===== src/include/mdsu_consts.svh =====
// Constants for the multiply, divide and shift unit
// Notes on behaviour
// - Multiply operands written byte0, byte4, byte1, byte5
// - Multiply starts on byte5, done after 11 cycles
// - Product in byte0..byte3, read ascending
// - Divide takes 17 (32-bit) or 9 (16-bit)
// - Long divide writes byte0 to byte5 ascending
// - Short divide writes byte0, byte1, byte4, byte5
// - Quotient low bytes, remainder in byte5:byte4
// - Divide results end with read of byte5
// - Shift left or right by nonzero count
// - Shift takes 3 to 33 cycles
// - Normalize until top bit set, 3-34 cycles
// - Count zero normalizes; count reads shifts done
// - Shift starts by byte0..byte3 then control write
// - Monitoring on first byte0 write, off final read
// - Write during computation sets error, restarts; code restarts only on a write that completes a start sequence
// - Monitored read during computation sets error only
// - Error flag read-only, cleared by control read
// - Overflow on zero divide, big product, normalized
// - Clean operation clears overflow; not writable
`ifndef MDSU_CONSTS_SVH
`define MDSU_CONSTS_SVH

// ----------------------------------------------------------------
// Register addresses
// ----------------------------------------------------------------
`define MDSU_ADDR_BYTE0     8'hE9
`define MDSU_ADDR_BYTE5     8'hEE
`define MDSU_ADDR_CTRL      8'hEF

// ----------------------------------------------------------------
// Control register fields
// ----------------------------------------------------------------
`define MDSU_BIT_ERROR      7
`define MDSU_BIT_OVERFLOW   6
`define MDSU_BIT_DIR        5
`define MDSU_REG_RESET      8'h00

// ----------------------------------------------------------------
// Timing in CPU cycles
// ----------------------------------------------------------------
`define MDSU_CYC_MUL        11
`define MDSU_CYC_DIV32      17
`define MDSU_CYC_DIV16      9
`define MDSU_CYC_SHIFT_BASE 2
`define MDSU_CYC_NORM_BASE  3

// ----------------------------------------------------------------
// Controller APB map
// ----------------------------------------------------------------
`define MDSU_APB_CMD        12'h000
`define MDSU_APB_WDATA      12'h004
`define MDSU_APB_STATUS     12'h008
`define MDSU_APB_RDATA      12'h00C
`define MDSU_CMD_WRITE_BIT  8
`define MDSU_CMD_READ_BIT   9

`endif


===== src/include/mdsu_pkg.sv =====
// Types shared by the multiply, divide and shift unit
package mdsu_pkg;

    typedef enum logic [4:0] {
        MDSU_OP_NONE  = 5'b00001,
        MDSU_OP_MUL   = 5'b00010,
        MDSU_OP_DIV32 = 5'b00100,
        MDSU_OP_DIV16 = 5'b01000,
        MDSU_OP_SHIFT = 5'b10000
    } mdsu_op_type;

    typedef enum logic [2:0] {
        MDSU_ST_IDLE = 3'b001,
        MDSU_ST_LOAD = 3'b010,
        MDSU_ST_BUSY = 3'b100
    } mdsu_state_type;

endpackage


===== src/include/mdsu_if.sv =====
// Register access link between CPU side and the arithmetic unit
`timescale 1ns/1ps
interface mdsu_if;
    logic       wr_en;
    logic       rd_en;
    logic [7:0] addr;
    logic [7:0] wdata;
    logic [7:0] rdata;

    modport unit (input wr_en, input rd_en, input addr, input wdata, output rdata);
    modport cpu  (output wr_en, output rd_en, output addr, output wdata, input rdata);
endinterface


===== src/hw/mdsu_core.sv =====
// Sequential arithmetic engine: one shift step or two quotient bits per cycle
//
// Local design decision: register access over APB.
`timescale 1ns/1ps
`include "mdsu_consts.svh"
module mdsu_core
(
    input  wire logic              clk,
    input  wire logic              rst_b,
    input  wire logic              ce,
    input  wire logic              start,
    input  wire mdsu_pkg::mdsu_op_type op,
    input  wire logic [31:0]       acc_in,
    input  wire logic [15:0]       opb_in,
    input  wire logic              dir_right,
    input  wire logic [4:0]        count_in,
    output logic                   busy,
    output logic                   done,
    output logic [31:0]            acc_out,
    output logic [15:0]            rem_out,
    output logic [4:0]             count_out,
    output logic                   ovf
);
    import mdsu_pkg::*;

    typedef struct packed {
        logic        busy;
        logic        done;
        logic [4:0]  cyc;
        logic [4:0]  steps;
        logic        norm;
        mdsu_op_type op;
        logic [31:0] acc;
        logic [15:0] opb;
        logic [16:0] rem;
        logic        dir;
        logic [4:0]  cnt;
        logic        ovf;
    } mdsu_core_st_type;

    mdsu_core_st_type st_r;
    mdsu_core_st_type st_nxt;

    always_comb begin
        logic [16:0] trial;
        logic [31:0] prod;
        trial = 17'h00000;
        prod = 32'h00000000;
        st_nxt = st_r;
        st_nxt.done = 1'b0;
        if (start) begin
            st_nxt.busy = 1'b1;
            st_nxt.op = op;
            st_nxt.acc = acc_in;
            st_nxt.opb = opb_in;
            st_nxt.rem = 17'h00000;
            st_nxt.dir = dir_right;
            st_nxt.norm = (op == MDSU_OP_SHIFT) && (count_in == 5'h00);
            st_nxt.cnt = count_in;
            st_nxt.steps = 5'h00;
            st_nxt.ovf = 1'b0;
            unique case (op)
                MDSU_OP_MUL: st_nxt.cyc = 5'(`MDSU_CYC_MUL);
                MDSU_OP_DIV32: st_nxt.cyc = 5'(`MDSU_CYC_DIV32);
                MDSU_OP_DIV16: st_nxt.cyc = 5'(`MDSU_CYC_DIV16);
                default: st_nxt.cyc = st_nxt.norm ? 5'(`MDSU_CYC_NORM_BASE - 1) : 5'(`MDSU_CYC_SHIFT_BASE - 1);
            endcase
            if (op == MDSU_OP_DIV16) begin
                st_nxt.acc = {acc_in[15:0], 16'h0000};
            end
        end else if (st_r.busy) begin
            unique case (st_r.op)
                MDSU_OP_MUL: begin
                    if (st_r.cyc == 5'h01) begin
                        prod = st_r.acc[15:0] * st_r.opb;
                        st_nxt.acc = prod;
                        st_nxt.ovf = (prod > 32'h0000FFFF);
                    end
                end
                MDSU_OP_DIV32, MDSU_OP_DIV16: begin
                    // Restoring division, two quotient bits per cycle keeps counts in reach
                    if (st_r.cyc != 5'h01) begin
                        for (int i = 0; i < 2; i++) begin
                            trial = {st_nxt.rem[15:0], st_nxt.acc[31]};
                            st_nxt.acc = {st_nxt.acc[30:0], 1'b0};
                            if (trial >= {1'b0, st_r.opb}) begin
                                st_nxt.rem = trial - {1'b0, st_r.opb};
                                st_nxt.acc[0] = 1'b1;
                            end else begin
                                st_nxt.rem = trial;
                            end
                        end
                    end else begin
                        st_nxt.ovf = (st_r.opb == 16'h0000);
                        if (st_r.op == MDSU_OP_DIV16) begin
                            st_nxt.acc = {16'h0000, st_r.acc[15:0]};
                        end
                    end
                end
                default: begin
                    if (st_r.norm) begin
                        if (st_r.steps == 5'h00 && st_r.cyc == 5'h01 && st_r.acc[31]) begin
                            st_nxt.ovf = 1'b1;
                        end
                        if (!st_r.acc[31] && st_r.acc != 32'h00000000 && st_r.steps != 5'h1F
                            && st_r.cyc == 5'h00) begin
                            st_nxt.acc = {st_r.acc[30:0], 1'b0};
                            st_nxt.steps = st_r.steps + 5'h01;
                        end
                    end else if (st_r.cyc == 5'h00 && st_r.steps != st_r.cnt) begin
                        st_nxt.acc = st_r.dir ? {1'b0, st_r.acc[31:1]} : {st_r.acc[30:0], 1'b0};
                        st_nxt.steps = st_r.steps + 5'h01;
                    end
                end
            endcase
            if (st_r.cyc != 5'h00) begin
                st_nxt.cyc = st_r.cyc - 5'h01;
            end
            // Shift: one setup and one final cycle plus one per position gives 3..33; normalize one more setup
            if (st_r.op == MDSU_OP_SHIFT) begin
                if (st_r.cyc == 5'h01) begin
                    st_nxt.cyc = 5'h00;
                end else if (st_r.cyc == 5'h00) begin
                    if (st_r.norm ? (st_r.acc[31] || st_r.acc == 32'h00000000 || st_r.steps == 5'h1F)
                                  : (st_r.steps == st_r.cnt)) begin
                        st_nxt.busy = 1'b0;
                        st_nxt.done = 1'b1;
                        st_nxt.cnt = st_r.norm ? st_r.steps : st_r.cnt;
                    end
                end
            end else if (st_r.cyc == 5'h01) begin
                st_nxt.busy = 1'b0;
                st_nxt.done = 1'b1;
            end
        end
    end

    always_ff @(posedge clk or negedge rst_b) begin
        if (!rst_b) begin
            st_r <= '{busy: 1'b0, done: 1'b0, cyc: 5'h00, steps: 5'h00, norm: 1'b0, op: MDSU_OP_NONE,
                      acc: 32'h00000000, opb: 16'h0000, rem: 17'h00000, dir: 1'b0, cnt: 5'h00, ovf: 1'b0};
        end else if (ce) begin
            st_r <= st_nxt;
        end
    end

    assign busy = st_r.busy;
    assign done = st_r.done;
    assign acc_out = st_r.acc;
    assign rem_out = st_r.rem[15:0];
    assign count_out = st_r.cnt;
    assign ovf = st_r.ovf;
endmodule


===== src/hw/mdsu_unit.sv =====
// Device end: operand registers, sequence tracking and error checking
`timescale 1ns/1ps
`include "mdsu_consts.svh"
module mdsu_unit
(
    input  wire logic clk,
    input  wire logic rst_b,
    input  wire logic ce,
    mdsu_if.unit      bus,
    output logic      busy,
    output logic      error_flag,
    output logic      overflow_flag
);
    import mdsu_pkg::*;

    typedef struct packed {
        logic [5:0][7:0] md;
        logic            dir;
        logic [4:0]      cnt;
        logic            err;
        logic            ovf;
        logic            mon;
        logic [5:0]      seen;
        logic [3:0]      nwr;
        mdsu_op_type     last_op;
        logic [7:0]      rdata;
    } mdsu_unit_st_type;

    mdsu_unit_st_type st_r;
    mdsu_unit_st_type st_nxt;

    logic              core_start;
    mdsu_op_type       core_op;
    logic              core_busy;
    logic              core_done;
    logic [31:0]       core_acc;
    logic [15:0]       core_rem;
    logic [4:0]        core_cnt;
    logic              core_ovf;

    function automatic logic is_md(input logic [7:0] a);
        is_md = (a >= `MDSU_ADDR_BYTE0) && (a <= `MDSU_ADDR_BYTE5);
    endfunction

    // ----------------------------------------------------------------
    // Write sequence decode and register update
    // ----------------------------------------------------------------
    always_comb begin
        logic [2:0] idx;
        idx = 3'(bus.addr - `MDSU_ADDR_BYTE0);
        st_nxt = st_r;
        core_start = 1'b0;
        core_op = MDSU_OP_NONE;
        if (core_done) begin
            st_nxt.md[3:0] = core_acc;
            if (st_r.last_op == MDSU_OP_DIV32 || st_r.last_op == MDSU_OP_DIV16) begin
                st_nxt.md[5:4] = core_rem;
            end
            st_nxt.ovf = core_ovf;
            if (st_r.last_op == MDSU_OP_SHIFT) begin
                st_nxt.cnt = core_cnt;
            end
        end
        if (bus.wr_en && (is_md(bus.addr) || bus.addr == `MDSU_ADDR_CTRL)) begin
            if (core_busy) begin
                st_nxt.err = 1'b1;
            end
            if (bus.addr == `MDSU_ADDR_CTRL) begin
                st_nxt.dir = bus.wdata[`MDSU_BIT_DIR];
                st_nxt.cnt = bus.wdata[4:0];
                if (st_r.seen == 6'b001111) begin
                    core_start = 1'b1;
                    core_op = MDSU_OP_SHIFT;
                end
                st_nxt.seen = 6'h00;
            end else begin
                st_nxt.md[idx] = bus.wdata;
                if (idx == 3'h0) begin
                    st_nxt.seen = 6'h01;
                    st_nxt.mon = 1'b1;
                    st_nxt.nwr = 4'h1;
                end else begin
                    st_nxt.seen = st_r.seen | (6'h01 << idx);
                    st_nxt.nwr = st_r.nwr + 4'h1;
                end
                if (idx == 3'h5) begin
                    // Order of byte writes tells the operation apart
                    if (st_r.seen == 6'b011111 && st_r.nwr == 4'h5) begin
                        core_start = 1'b1;
                        core_op = MDSU_OP_DIV32;
                    end else if (st_r.seen == 6'b010011 && st_r.nwr == 4'h3) begin
                        core_start = 1'b1;
                        // Byte4 before byte1 means multiply, after means short divide
                        core_op = st_r.last_op == MDSU_OP_MUL ? MDSU_OP_MUL : MDSU_OP_DIV16;
                    end
                    st_nxt.seen = 6'h00;
                end
                if (idx == 3'h4) begin
                    st_nxt.last_op = st_r.seen == 6'b000001 ? MDSU_OP_MUL : MDSU_OP_DIV16;
                end
            end
        end
        if (core_start) begin
            st_nxt.last_op = core_op;
        end
        if (bus.rd_en) begin
            if (is_md(bus.addr)) begin
                st_nxt.rdata = st_nxt.md[idx];
                if (core_busy && st_r.mon) begin
                    st_nxt.err = 1'b1;
                end
                if (!core_busy && ((idx == 3'h3 && (st_r.last_op == MDSU_OP_MUL || st_r.last_op == MDSU_OP_SHIFT))
                    || (idx == 3'h5 && (st_r.last_op == MDSU_OP_DIV32 || st_r.last_op == MDSU_OP_DIV16)))) begin
                    st_nxt.mon = 1'b0;
                end
            end else if (bus.addr == `MDSU_ADDR_CTRL) begin
                st_nxt.rdata = {st_r.err, st_nxt.ovf, st_r.dir, st_nxt.cnt};
                // Error set in the same cycle survives the clear
                if (!(bus.wr_en && core_busy)) begin
                    st_nxt.err = 1'b0;
                end
            end else begin
                st_nxt.rdata = 8'h00;
            end
        end
    end

    mdsu_core u_core (
        .clk       (clk),
        .rst_b     (rst_b),
        .ce        (ce),
        .start     (core_start & ce),
        .op        (core_op),
        .acc_in    (st_nxt.md[3:0]),
        .opb_in    (st_nxt.md[5:4]),
        .dir_right (st_nxt.dir),
        .count_in  (st_nxt.cnt),
        .busy      (core_busy),
        .done      (core_done),
        .acc_out   (core_acc),
        .rem_out   (core_rem),
        .count_out (core_cnt),
        .ovf       (core_ovf)
    );

    always_ff @(posedge clk or negedge rst_b) begin
        if (!rst_b) begin
            st_r <= '{last_op: MDSU_OP_NONE, rdata: `MDSU_REG_RESET, default: '0};
        end else if (ce) begin
            st_r <= st_nxt;
        end
    end

    assign bus.rdata = st_r.rdata;
    assign busy = core_busy;
    assign error_flag = st_r.err;
    assign overflow_flag = st_r.ovf;
endmodule


===== src/flat_wrapper.sv =====
// flat-port wrapper written by rule: the top's interface ports become plain ports
module mdsu_unit_flat import mdsu_pkg::*;
  (clk, rst_b, ce, busy, error_flag, overflow_flag, bus_wr_en, bus_rd_en, bus_addr, bus_wdata, bus_rdata);
  mdsu_if bus_i ();
  input  wire logic clk;
  input  wire logic rst_b;
  input  wire logic ce;
  output logic busy;
  output logic error_flag;
  output logic overflow_flag;
  input wire logic [$bits(bus_i.wr_en)-1:0] bus_wr_en;
  input wire logic [$bits(bus_i.rd_en)-1:0] bus_rd_en;
  input wire logic [$bits(bus_i.addr)-1:0] bus_addr;
  input wire logic [$bits(bus_i.wdata)-1:0] bus_wdata;
  output wire logic [$bits(bus_i.rdata)-1:0] bus_rdata;
  assign bus_i.wr_en = bus_wr_en;
  assign bus_i.rd_en = bus_rd_en;
  assign bus_i.addr = bus_addr;
  assign bus_i.wdata = bus_wdata;
  assign bus_rdata = bus_i.rdata;
  mdsu_unit u_core (.clk(clk), .rst_b(rst_b), .ce(ce), .bus(bus_i), .busy(busy), .error_flag(error_flag), .overflow_flag(overflow_flag));
endmodule

===== config.mk =====
export PLATFORM = sky130hd
export DESIGN_NAME = mdsu_unit_flat
export DESIGN_NICKNAME = d
export VERILOG_FILES = /design/src/include/mdsu_pkg.sv /design/src/include/mdsu_if.sv /design/src/hw/mdsu_core.sv /design/src/hw/mdsu_unit.sv /design/src/flat_wrapper.sv
export VERILOG_INCLUDE_DIRS = /design/src /design/src/include
export SDC_FILE = /design/constraint.sdc
export NUM_CORES = 1
export LEC_CHECK = 0
export BUFFER_PORTS_ARGS = -buffer_cell sky130_fd_sc_hd__buf_4
export CAP_MARGIN = 20
export CORE_UTILIZATION = 46
export CTS_BUF_LIST = sky130_fd_sc_hd__clkbuf_8 sky130_fd_sc_hd__clkbuf_16
export DETAILED_ROUTE_END_ITERATION = 8
export PLACE_DENSITY = 0.62
export REMOVE_ABC_BUFFERS = 1
export SLEW_MARGIN = 10
export SYNTH_ARGS = -nofsm -noshare
export SYNTH_HDL_FRONTEND = slang
export SYNTH_SLANG_ARGS = --single-unit

===== constraint.sdc =====
create_clock -name clk -period 8.2 [get_ports clk]
set_clock_uncertainty 0.15 [all_clocks]
set_input_delay 0 -clock clk [delete_from_list [all_inputs] [get_ports clk]]
set_output_delay 0 -clock clk [all_outputs]
set_load 0.005 [all_outputs]

Word-level counts from Yosys, hierarchy flattened
Cells that the tools add are included.
{"block": "totals", "ff_bits": 169, "inputBits": 21, "output_inout_bits": 11}
{"block": "op_classes", "n_addsub": 6, "n_mul": 1, "order_cmp": 7, "n_eq_ne": 37, "n_shift": 1, "n_mux": 101, "bitwise": 3, "n_reduce_logical": 60}
{"op": "$mux 32", "n": 10}
{"op": "$mux 16", "n": 12}
{"op": "$mux 5", "n": 21}
{"op": "$mux 48", "n": 2}
{"op": "$pmux 32 s2", "n": 1}
{"op": "$mux 55", "n": 1}
{"op": "$bwmux 48", "n": 1}
{"op": "$ge 17x16->1", "n": 2}
{"op": "$gt 32x16->1 const B", "n": 1}
{"op": "$logic_not 32->1", "n": 1}
{"op": "$mul 16x16->32", "n": 1}
{"op": "$mux 8", "n": 4}
{"op": "$reduce_bool 32->1", "n": 1}
{"op": "$sub 16x16->16", "n": 2}
{"op": "$mux 6", "n": 5}
{"op": "$mux 1", "n": 27}
{"op": "$bmux 8 s3", "n": 1}
{"op": "$demux 8 s3", "n": 1}
{"op": "$eq 5x5->1 const B", "n": 4}
{"op": "$mux 10", "n": 2}
{"op": "$reduce_and 6->1", "n": 3}
{"op": "$reduce_bool 2->1", "n": 9}
{"op": "$logic_and 1x1->1", "n": 17}
{"op": "$logic_not 16->1", "n": 1}
{"op": "54 further kinds", "n": 86}

Longest topological paths before layout
Gate-level depths: netlist of the first run.
{"block": "depth", "word_depth": 15, "ltp_mapped": 26, "mapped_depth_nobuf": 24}

Modules after synthesis
Synthesis of the first run repeated with hierarchy kept, for this count alone.
{"block": "unflattened", "cells_unflattened": 2653, "area_unflattened_um2": 21720.8}
{"mod": "mdsu_core", "n_inst": 1, "cells_per_inst": 1956, "area_per_inst_um2": 16101.7}
{"mod": "mdsu_unit", "n_inst": 1, "cells_per_inst": 697, "area_per_inst_um2": 5619.1}

Least setup slack after synthesis of the first run
No wires, ideal clock.
{"block": "synth_path", "kind": "register -> register", "from": "reg u_core.u_core.st_r (netlist bit u_core.u_core.acc_out[5])", "to": "reg u_core.u_core.st_r (netlist bit u_core.u_core.ovf)", "setup_ps": 132, "arrival_time_ps": 6496, "required_ps": 7918, "setup_slack_ps": 1422, "stages_incl_launch_ff": 25, "period_less_slack_ps": 6778, "path_cell_list": "dfrtp_1 -> clkbuf_1 -> clkbuf_1 -> nand2_1 -> fa_1 -> inv_1 -> fa_1 -> inv_1 -> fa_1 -> inv_1 -> fa_1 -> fa_1 -> inv_1 -> fa_1 -> inv_1 -> ha_1 -> and3_1 -> a211oi_1 -> o21ai_1 -> a31oi_1 -> xnor2_1 -> a2111o_1 -> or4b_1 -> nor4b_1 -> a31oi_1"}
{"block": "synth_via", "elab_chain_cells": 6}
{"item": "from (decl)", "line": "mdsu_core.sv:41", "source": "mdsu_core_st_type st_r;"}
{"item": "from (signal assigned)", "line": "mdsu_core.sv:140", "source": "st_r <= '{busy: 1'b0, done: 1'b0, cyc: 5'h00, steps: 5'h00, norm: 1'b0, op: MDSU_OP_NONE,"}
{"item": "from (signal assigned)", "line": "mdsu_core.sv:143", "source": "st_r <= st_nxt;"}
{"item": "$mul 16x16->32", "line": "mdsu_core.sv:75", "source": "prod = st_r.acc[15:0] * st_r.opb;"}
{"item": "$gt 32x16->1", "line": "mdsu_core.sv:77", "source": "st_nxt.ovf = (prod > 32'h0000FFFF);"}
{"item": "$mux 1", "line": "mdsu_core.sv:74", "source": "if (st_r.cyc == 5'h01) begin"}
{"item": "$pmux 1 s2", "line": "mdsu_core.sv:72", "source": "unique case (st_r.op)"}
{"item": "$mux 6", "line": "mdsu_core.sv:71", "source": "end else if (st_r.busy) begin"}
{"item": "$mux 6", "line": "mdsu_core.sv:51", "source": "if (start) begin"}
Every way passes these cells. The select of a mux whose other input is x is not followed.
A chain may end at the register's enable or synchronous reset.

Worst setup path in the final report of the first run
{"block": "layout_path", "from": "reg u_core.u_core.st_r (netlist bit u_core.u_core.acc_out[7])", "to": "reg u_core.u_core.st_r (netlist bit u_core.u_core.ovf)"}
The elaborated chain is that of the path after synthesis.

==> run summary, run 1 <==
Max Slew Vio Count = 0
H-tree depth = 4
MaxCap Viol Count = 0
Critical Path Start = u_core.u_core.acc_out[7]
Worst EP arrival = 7.68 ns
Reg2Reg Depth = 21
Number of diodes = 0
Routed wire length = 65,600 um
Worst R2R Start = u_core.u_core.acc_out[7]
Post-route ant nets = 0
Min Tclk post-route = 7.50 ns
Commonest non-fill, non-tap cell in the layout = nand2_1
Worst slew pin tran = 1.10 ns
WL/cell = 21.9 um
CTS tree = built
Drt pass-1 iters = 6
# fillers = 4,270
Port bufs = 31
Ys async rst share = 100%
Share of cells above drive strength 1 = 8.18%
Drc violations = 0
Hold Crit Class = in2reg
Syn avg cell area = 8.47 um^2
Post-CTS Hold Fix Bufs = 18
Starting Density = 46.6%
Post-Syn Area = 20,500 um^2
CTS Sinks = 169
Yosys reg bits = 169
RR Endpoint = u_core.u_core.ovf
Largest net degree at the start of global routing = 63
1st-iter DRT viols = 1,581
Clk slew on worst S/H paths = 0.08 ns
Crit-path max FO = 16
Total CTS buffers = 17
Setup-failing EPs final = 0
Leakage = 10.6 nW
Setup crit start kind = register
Gate Count Post-Synth = 2,426
Period utilization = 91.4%
Multi-input gate area = 14,700 um^2
PostCTS Resize Cnt = 0
Hold Vio Cnt, Final = 0
RSZ-0062 raised after global routing = false
Die Width = 213 um
Setup TNS = 0 ns
All-Layer GR Usage = 29.9%
Fin nets = 2,764
Hold Startpoint = bus_addr[3]
Core Area = 44,100 um^2
Slew headroom = 26.4%
Outcome = complete, no violations
Clock tree buffer depth = 2
Crit Path Category = reg2reg
Commonest non-fill, non-tap cells in the layout = nand2_1, inv_1, fa_1
Synth unique cells = 84
Hold path cells = 6
DP Area = 21,300 um^2
Vias in the first global route = 17,800
Critical path data required time = 8.38 ns
DP HPWL = 49,800 um
I/O pins = 32
Non-Filler Cell Area, Final = 22,200 um^2
Via/cell ratio = 5.92
RD Place Congestion = 0.984
Clock Latency Late Sink = 0.45 ns
Synth warnings = 0
Worst vdd ir = 138 uV
Initial antenna violation count = 2
Min Hold Slack = 0.0495 ns
Hold Path End = u_core.st_r[17]
Root Driver = clkbuf_16
Detailed-route via count = 17,800
Global route total overflow = 0
EDFF count, synth = 0
Setup bufs post-CTS = 0
Register Area = 4230 um^2
Area Growth Syn to Fin = 7.86%
Seq/Total Area, Yosys = 20.6%
Fin worst setup slack = 0.701 ns
# rows = 77
R2r setup slk = 0.70 ns
Pwr Density = 109 nW/um^2
Most used DFF post-synth = dfrtp_1
Fmax = 133 MHz
Die Y-Extent = 213 um
Place WS = 0.781 ns
Die area = 45,500 um^2
Power, Total = 2.40 mW
CP endpoint kind = register
First-pass GRT wire length = 104,000 um
==> metal layers <==
layer / track usage, % / share of wire [%] / wire length, um
met4: 12.5 / 4.1 / 2680
met1: 40.0 / 42 / 27800
met5: 0 / 0.029 / 19
met3: 3.66 / 6.1 / 4030
met2: 48.7 / 47 / 31100
==> synth_stat cells, types with 29 or more instances <==
library cell / n / area, um^2
nor2_1: 116 / 435
clkbuf_1: 122 / 458
and2_1: 126 / 788
mux2i_1: 77 / 771
mux2_2: 48 / 541
inv_1: 272 / 1020
nand2_1: 382 / 1430
a21o_1: 37 / 278
nand3_1: 30 / 150
o21ai_1: 42 / 210
o21ai_0: 127 / 636
a21oi_1: 129 / 646
ha_1: 151 / 1890
fa_1: 196 / 3920
a221oi_1: 29 / 254
dfrtp_1: 167 / 4180
xnor2_1: 41 / 359
==> stage by stage <==
| stage | utilization [%] | instances |
|---|---|---|
| after floorplan | - | 2279 |
| after global placement | 48.3 | 2950 |
| after detailed placement | 48.3 | 2950 |
| after CTS | 50.2 | 3000 |
| after global routing | 50.2 | 3001 |
| final | 50.2 | 3001 |
==> flip-flops by register name (all words and copies together) (netlist names) <==
signal	cells
u_core.bus.rdata	8
u_core.error_flag	1
u_core.overflow_flag	1
u_core.st_r	70
u_core.u_core.acc_out	32
u_core.u_core.busy	1
u_core.u_core.count_out	5
u_core.u_core.done	1
u_core.u_core.ovf	1
u_core.u_core.rem_out	16
u_core.u_core.st_r	33
==> report_power, final <==
part           switching, mW  leakage (nW)  total (mW)  internal, mW
clock network          0.404         0.291       0.867         0.462
registers             0.0572          2.18       0.998         0.941
logic                  0.333          8.14       0.539         0.206
total                  0.794          10.6        2.40          1.61
==> kinds of logic (layout without fill, tap and decap cells) <==
logic type	count (synthesis)	in the layout	share of synthesized area, %
AOI/OAI and AO/OA	522	522	16.1
xor gates and xnor gates	62	62	2.68
adders and majority gates	347	347	28.3
buffers and inverters	419	402	7.95
DFF	169	169	20.6
muxes	125	125	6.38
and+or+nand+nor	782	782	18.0
==> worst max-delay path, cell delays in order (launching register included) <==
cell      delay [ns]
dfrtp_1         0.83
nand2_1         0.18
fa_1            0.57
inv_1           0.05
fa_1            0.47
fa_1            0.53
fa_1            0.55
fa_1            0.55
inv_1           0.06
fa_1            0.53
inv_1           0.04
ha_1            0.49
nand3_1         0.17
nor2_1          0.18
and4_1          0.25
o21ai_0         0.20
nand3_1         0.15
nand2_1         0.09
a2111o_1        0.37
or4b_1          0.50
nor4b_1         0.32
a31oi_1         0.12
==> worst max path at each step <==
stage	endpoint	slack (ns)	cells past startpoint
final	u_core.u_core.ovf	0.70	21
after global routing	u_core.u_core.ovf	0.40	22
after CTS	u_core.u_core.ovf	0.74	21
after detailed placement	u_core.u_core.ovf	0.78	21
after global placement	u_core.u_core.ovf	0.81	21
after floorplan	u_core.u_core.ovf	1.64	21
==> area by class of cell <==
class / instances / share of cell area (%)
clock buffers: 17 / 1.92
clock inverters: 15 / 0.853
inverters: 272 / 4.61
multi-input cells: 1838 / 66.5
flip-flops and latches: 169 / 19.1
well taps: 592 / 3.34
repair buffers: 98 / 3.65
No activity file was read; power rests on OpenSTA's default activity.
==> run 2, diff against run 1 <==
clock period = 8.6 ns   (was 8.2 ns; I/O delays follow)
==> run 2 against run 1 <==
  * Die area did not move
  * Count of clock-buffer cells in the layout did not move
  * Global-route usage fell by 0.34 points
  * Non-clock buffer count fell by 12
  * Maximum frequency fell by 1.9%
  * Critical endpoint unchanged
  * Worst hold slack improved by 0.024 ns
  * Critical path depth rose by 1
  * Register-to-register slack improved by 0.25 ns
  * Worst setup slack improved by 0.25 ns
  * Routed wire length fell by 1.2%
  * Flip-flop and latch count did not move
  * Critical path type unchanged
==> run summary, run 2 (synthesis gave the netlist of run 1 again) <==
Root Driver = clkbuf_16
Hold Vio Cnt, Final = 0 (unchanged)
Slew headroom = 24.0% (-2.4 points)
Number of diodes = 0 (unchanged)
Worst vdd ir = 131 uV (-5.1%)
Post-route ant nets = 0 (unchanged)
DP HPWL = 48,500 um (-2.7%)
Share of cells above drive strength 1 = 7.72% (-0.46 points)
All-Layer GR Usage = 29.5% (-0.34 points)
Crit-path max FO = 22 (+6)
Setup-failing EPs final = 0 (unchanged)
CP endpoint kind = register
Setup TNS = 0 ns (unchanged)
Port bufs = 31 (unchanged)
Max Slew Vio Count = 0 (unchanged)
Critical path data required time = 8.76 ns (+0.38 ns)
Top reg by flops = u_core.st_r
Area Growth Syn to Fin = 7.17%
Placed cells = 2,937 (-0.44%)
Max reg flops = 70 (unchanged)
Fin nets = 2,752 (-0.43%)
Starting Density = 46.6% (unchanged)
Outcome = complete, no violations
Detailed-route via count = 17,700 (-0.51%)
Hold path cells = 6 (unchanged)
Routed wire length = 64,900 um (-1.2%)
# fillers = 4,294 (+0.56%)
PostCTS Resize Cnt = 0 (unchanged)
Crit Path Category = reg2reg
Setup crit start kind = register
CTS Sinks = 169 (unchanged)
Drt pass-1 iters = 7 (+1)
Largest net degree at the start of global routing = 69 (+9.5%)
Commonest non-fill, non-tap cells in the layout = nand2_1, inv_1, fa_1
Clock Latency Late Sink = 0.45 ns (about the same)
R2r setup slk = 0.95 ns (+0.25 ns)
Hold Startpoint = bus_addr[3]
Vias in the first global route = 17,500 (-1.6%)
Worst slew pin tran = 1.14 ns (+0.0360 ns)
Fmax = 131 MHz (-1.9%)
H-tree depth = 4 (unchanged)
Core Area = 44,100 um^2 (unchanged)
Hold Crit Class = in2reg
Clock tree buffer depth = 2 (unchanged)
Period utilization = 88.9% (-2.5 points)
Clk slew on worst S/H paths = 0.08 ns (about the same)
Die Y-Extent = 213 um (unchanged)
Worst EP arrival = 7.80 ns (+0.12 ns)
Global route total overflow = 0 (unchanged)
Via/cell ratio = 5.91 (-0.11%)
I/O pins = 32 (unchanged)
Hold Path End = u_core.st_r[17]
Min Hold Slack = 0.0737 ns (+0.0242 ns)
CTS tree = built
Power, Total = 2.23 mW (-7.4%)
WL/cell = 21.7 um (-0.80%)
Drc violations = 0 (unchanged)
RSZ-0062 raised after global routing = false
Initial antenna violation count = 0 (-2)
Commonest non-fill, non-tap cell in the layout = nand2_1
Layout Cells excl Fill = 2,989 (-0.40%)
Total CTS buffers = 17 (unchanged)
RR Endpoint = u_core.u_core.ovf
Min Tclk post-route = 7.65 ns (+0.148 ns)
Die area = 45,500 um^2 (unchanged)
Worst R2R Start = u_core.u_core.acc_out[5]
# rows = 77 (unchanged)
RD Place Congestion = 0.936 (-4.9%)
MaxCap Viol Count = 0 (unchanged)
Leakage = 10.5 nW (-0.80%)
First-pass GRT wire length = 102,000 um (-1.6%)
Pwr Density = 101 nW/um^2 (-6.8%)
Die Width = 213 um (unchanged)
Reg2Reg Depth = 22 (+4.8%)
1st-iter DRT viols = 1,675 (+5.9%)
[run 2: cell count changes in the layout (fill, tap and decap cells not counted), sizes merged]
cell      previous run  this run
inv                277       279
clkbuf              17        18
bufinv               2         0
clkinv               5         4
buf                 81        68
clkinvlp             3         4
[run 2: through the flow]
stage	instance area (um^2)	setup slack [ns]	utilization, %
6_report	22000	0.953	49.9
5_1_grt	22000	0.558	49.9
4_1_cts	22000	1.09	49.8
3_5_place_dp	21200	1.15	48.1
3_3_place_gp	21200	1.23	48.1
2_1_floorplan	19900	2.04	-
[run 2: worst max-delay path by stage]
stage,startpoint,end,slack (ns),cells after the start
after CTS,u_core.u_core.acc_out[5],u_core.u_core.ovf,1.09,22
after global routing,u_core.u_core.acc_out[5],u_core.u_core.ovf,0.56,22
after floorplan,u_core.u_core.acc_out[3],u_core.u_core.ovf,2.04,21
final,u_core.u_core.acc_out[5],u_core.u_core.ovf,0.95,22
after detailed placement,u_core.u_core.acc_out[5],u_core.u_core.ovf,1.15,22
after global placement,u_core.u_core.acc_out[5],u_core.u_core.ovf,1.23,22
[run 2: where the power goes]
part	total, mW	internal (mW)	switching (mW)	leakage [nW]
combinational	0.505	0.193	0.311	8.08
clock	0.770	0.383	0.387	0.268
sequential	0.952	0.897	0.0551	2.18
[run 2: repair_timing]
item                       in CTS  in global routing
buffers inserted                0                  0
setup endpoints to repair       0                  0
hold endpoints to repair      109                  0
hold buffers                   18                  0
[run 2: worst max-delay path, stage by stage (launching register included)]
cell and delay, ns:
dfrtp_1 0.86, nand2_1 0.20, fa_1 0.57, inv_1 0.05, fa_1 0.49, inv_1 0.05, fa_1 0.49, inv_1 0.06
fa_1 0.52, fa_1 0.55, inv_1 0.06, fa_1 0.53, inv_1 0.05, ha_1 0.38, a21oi_1 0.23, o211ai_1 0.15
a211oi_1 0.49, a21oi_1 0.15, nor2_1 0.31, xnor2_1 0.15, or4b_1 0.55, nor4b_1 0.34, a31oi_1 0.15
[run 2: final cells by class]
| type | count | area [um^2] | area share, % |
|---|---|---|---|
| tap | 592 | 741 | 3.36 |
| inverter | 272 | 1020 | 4.64 |
| sequential | 169 | 4230 | 19.2 |
| timing repair buffer | 86 | 719 | 3.27 |
| clock inverter | 15 | 139 | 0.631 |
| clock buffer | 17 | 425 | 1.93 |
| multi-input combinational | 1838 | 14700 | 66.9 |
[run 2: layer usage]
metal	up-vias	wire [um]	part of all wire, %	GRT usage [%]
li1	8068	-	-	-
met1	8730	28000	43	40.9
met2	748	29700	46	46.8
met3	118	5220	8.0	5.04
met4	0	1910	2.9	9.36
met5	-	0	0	0
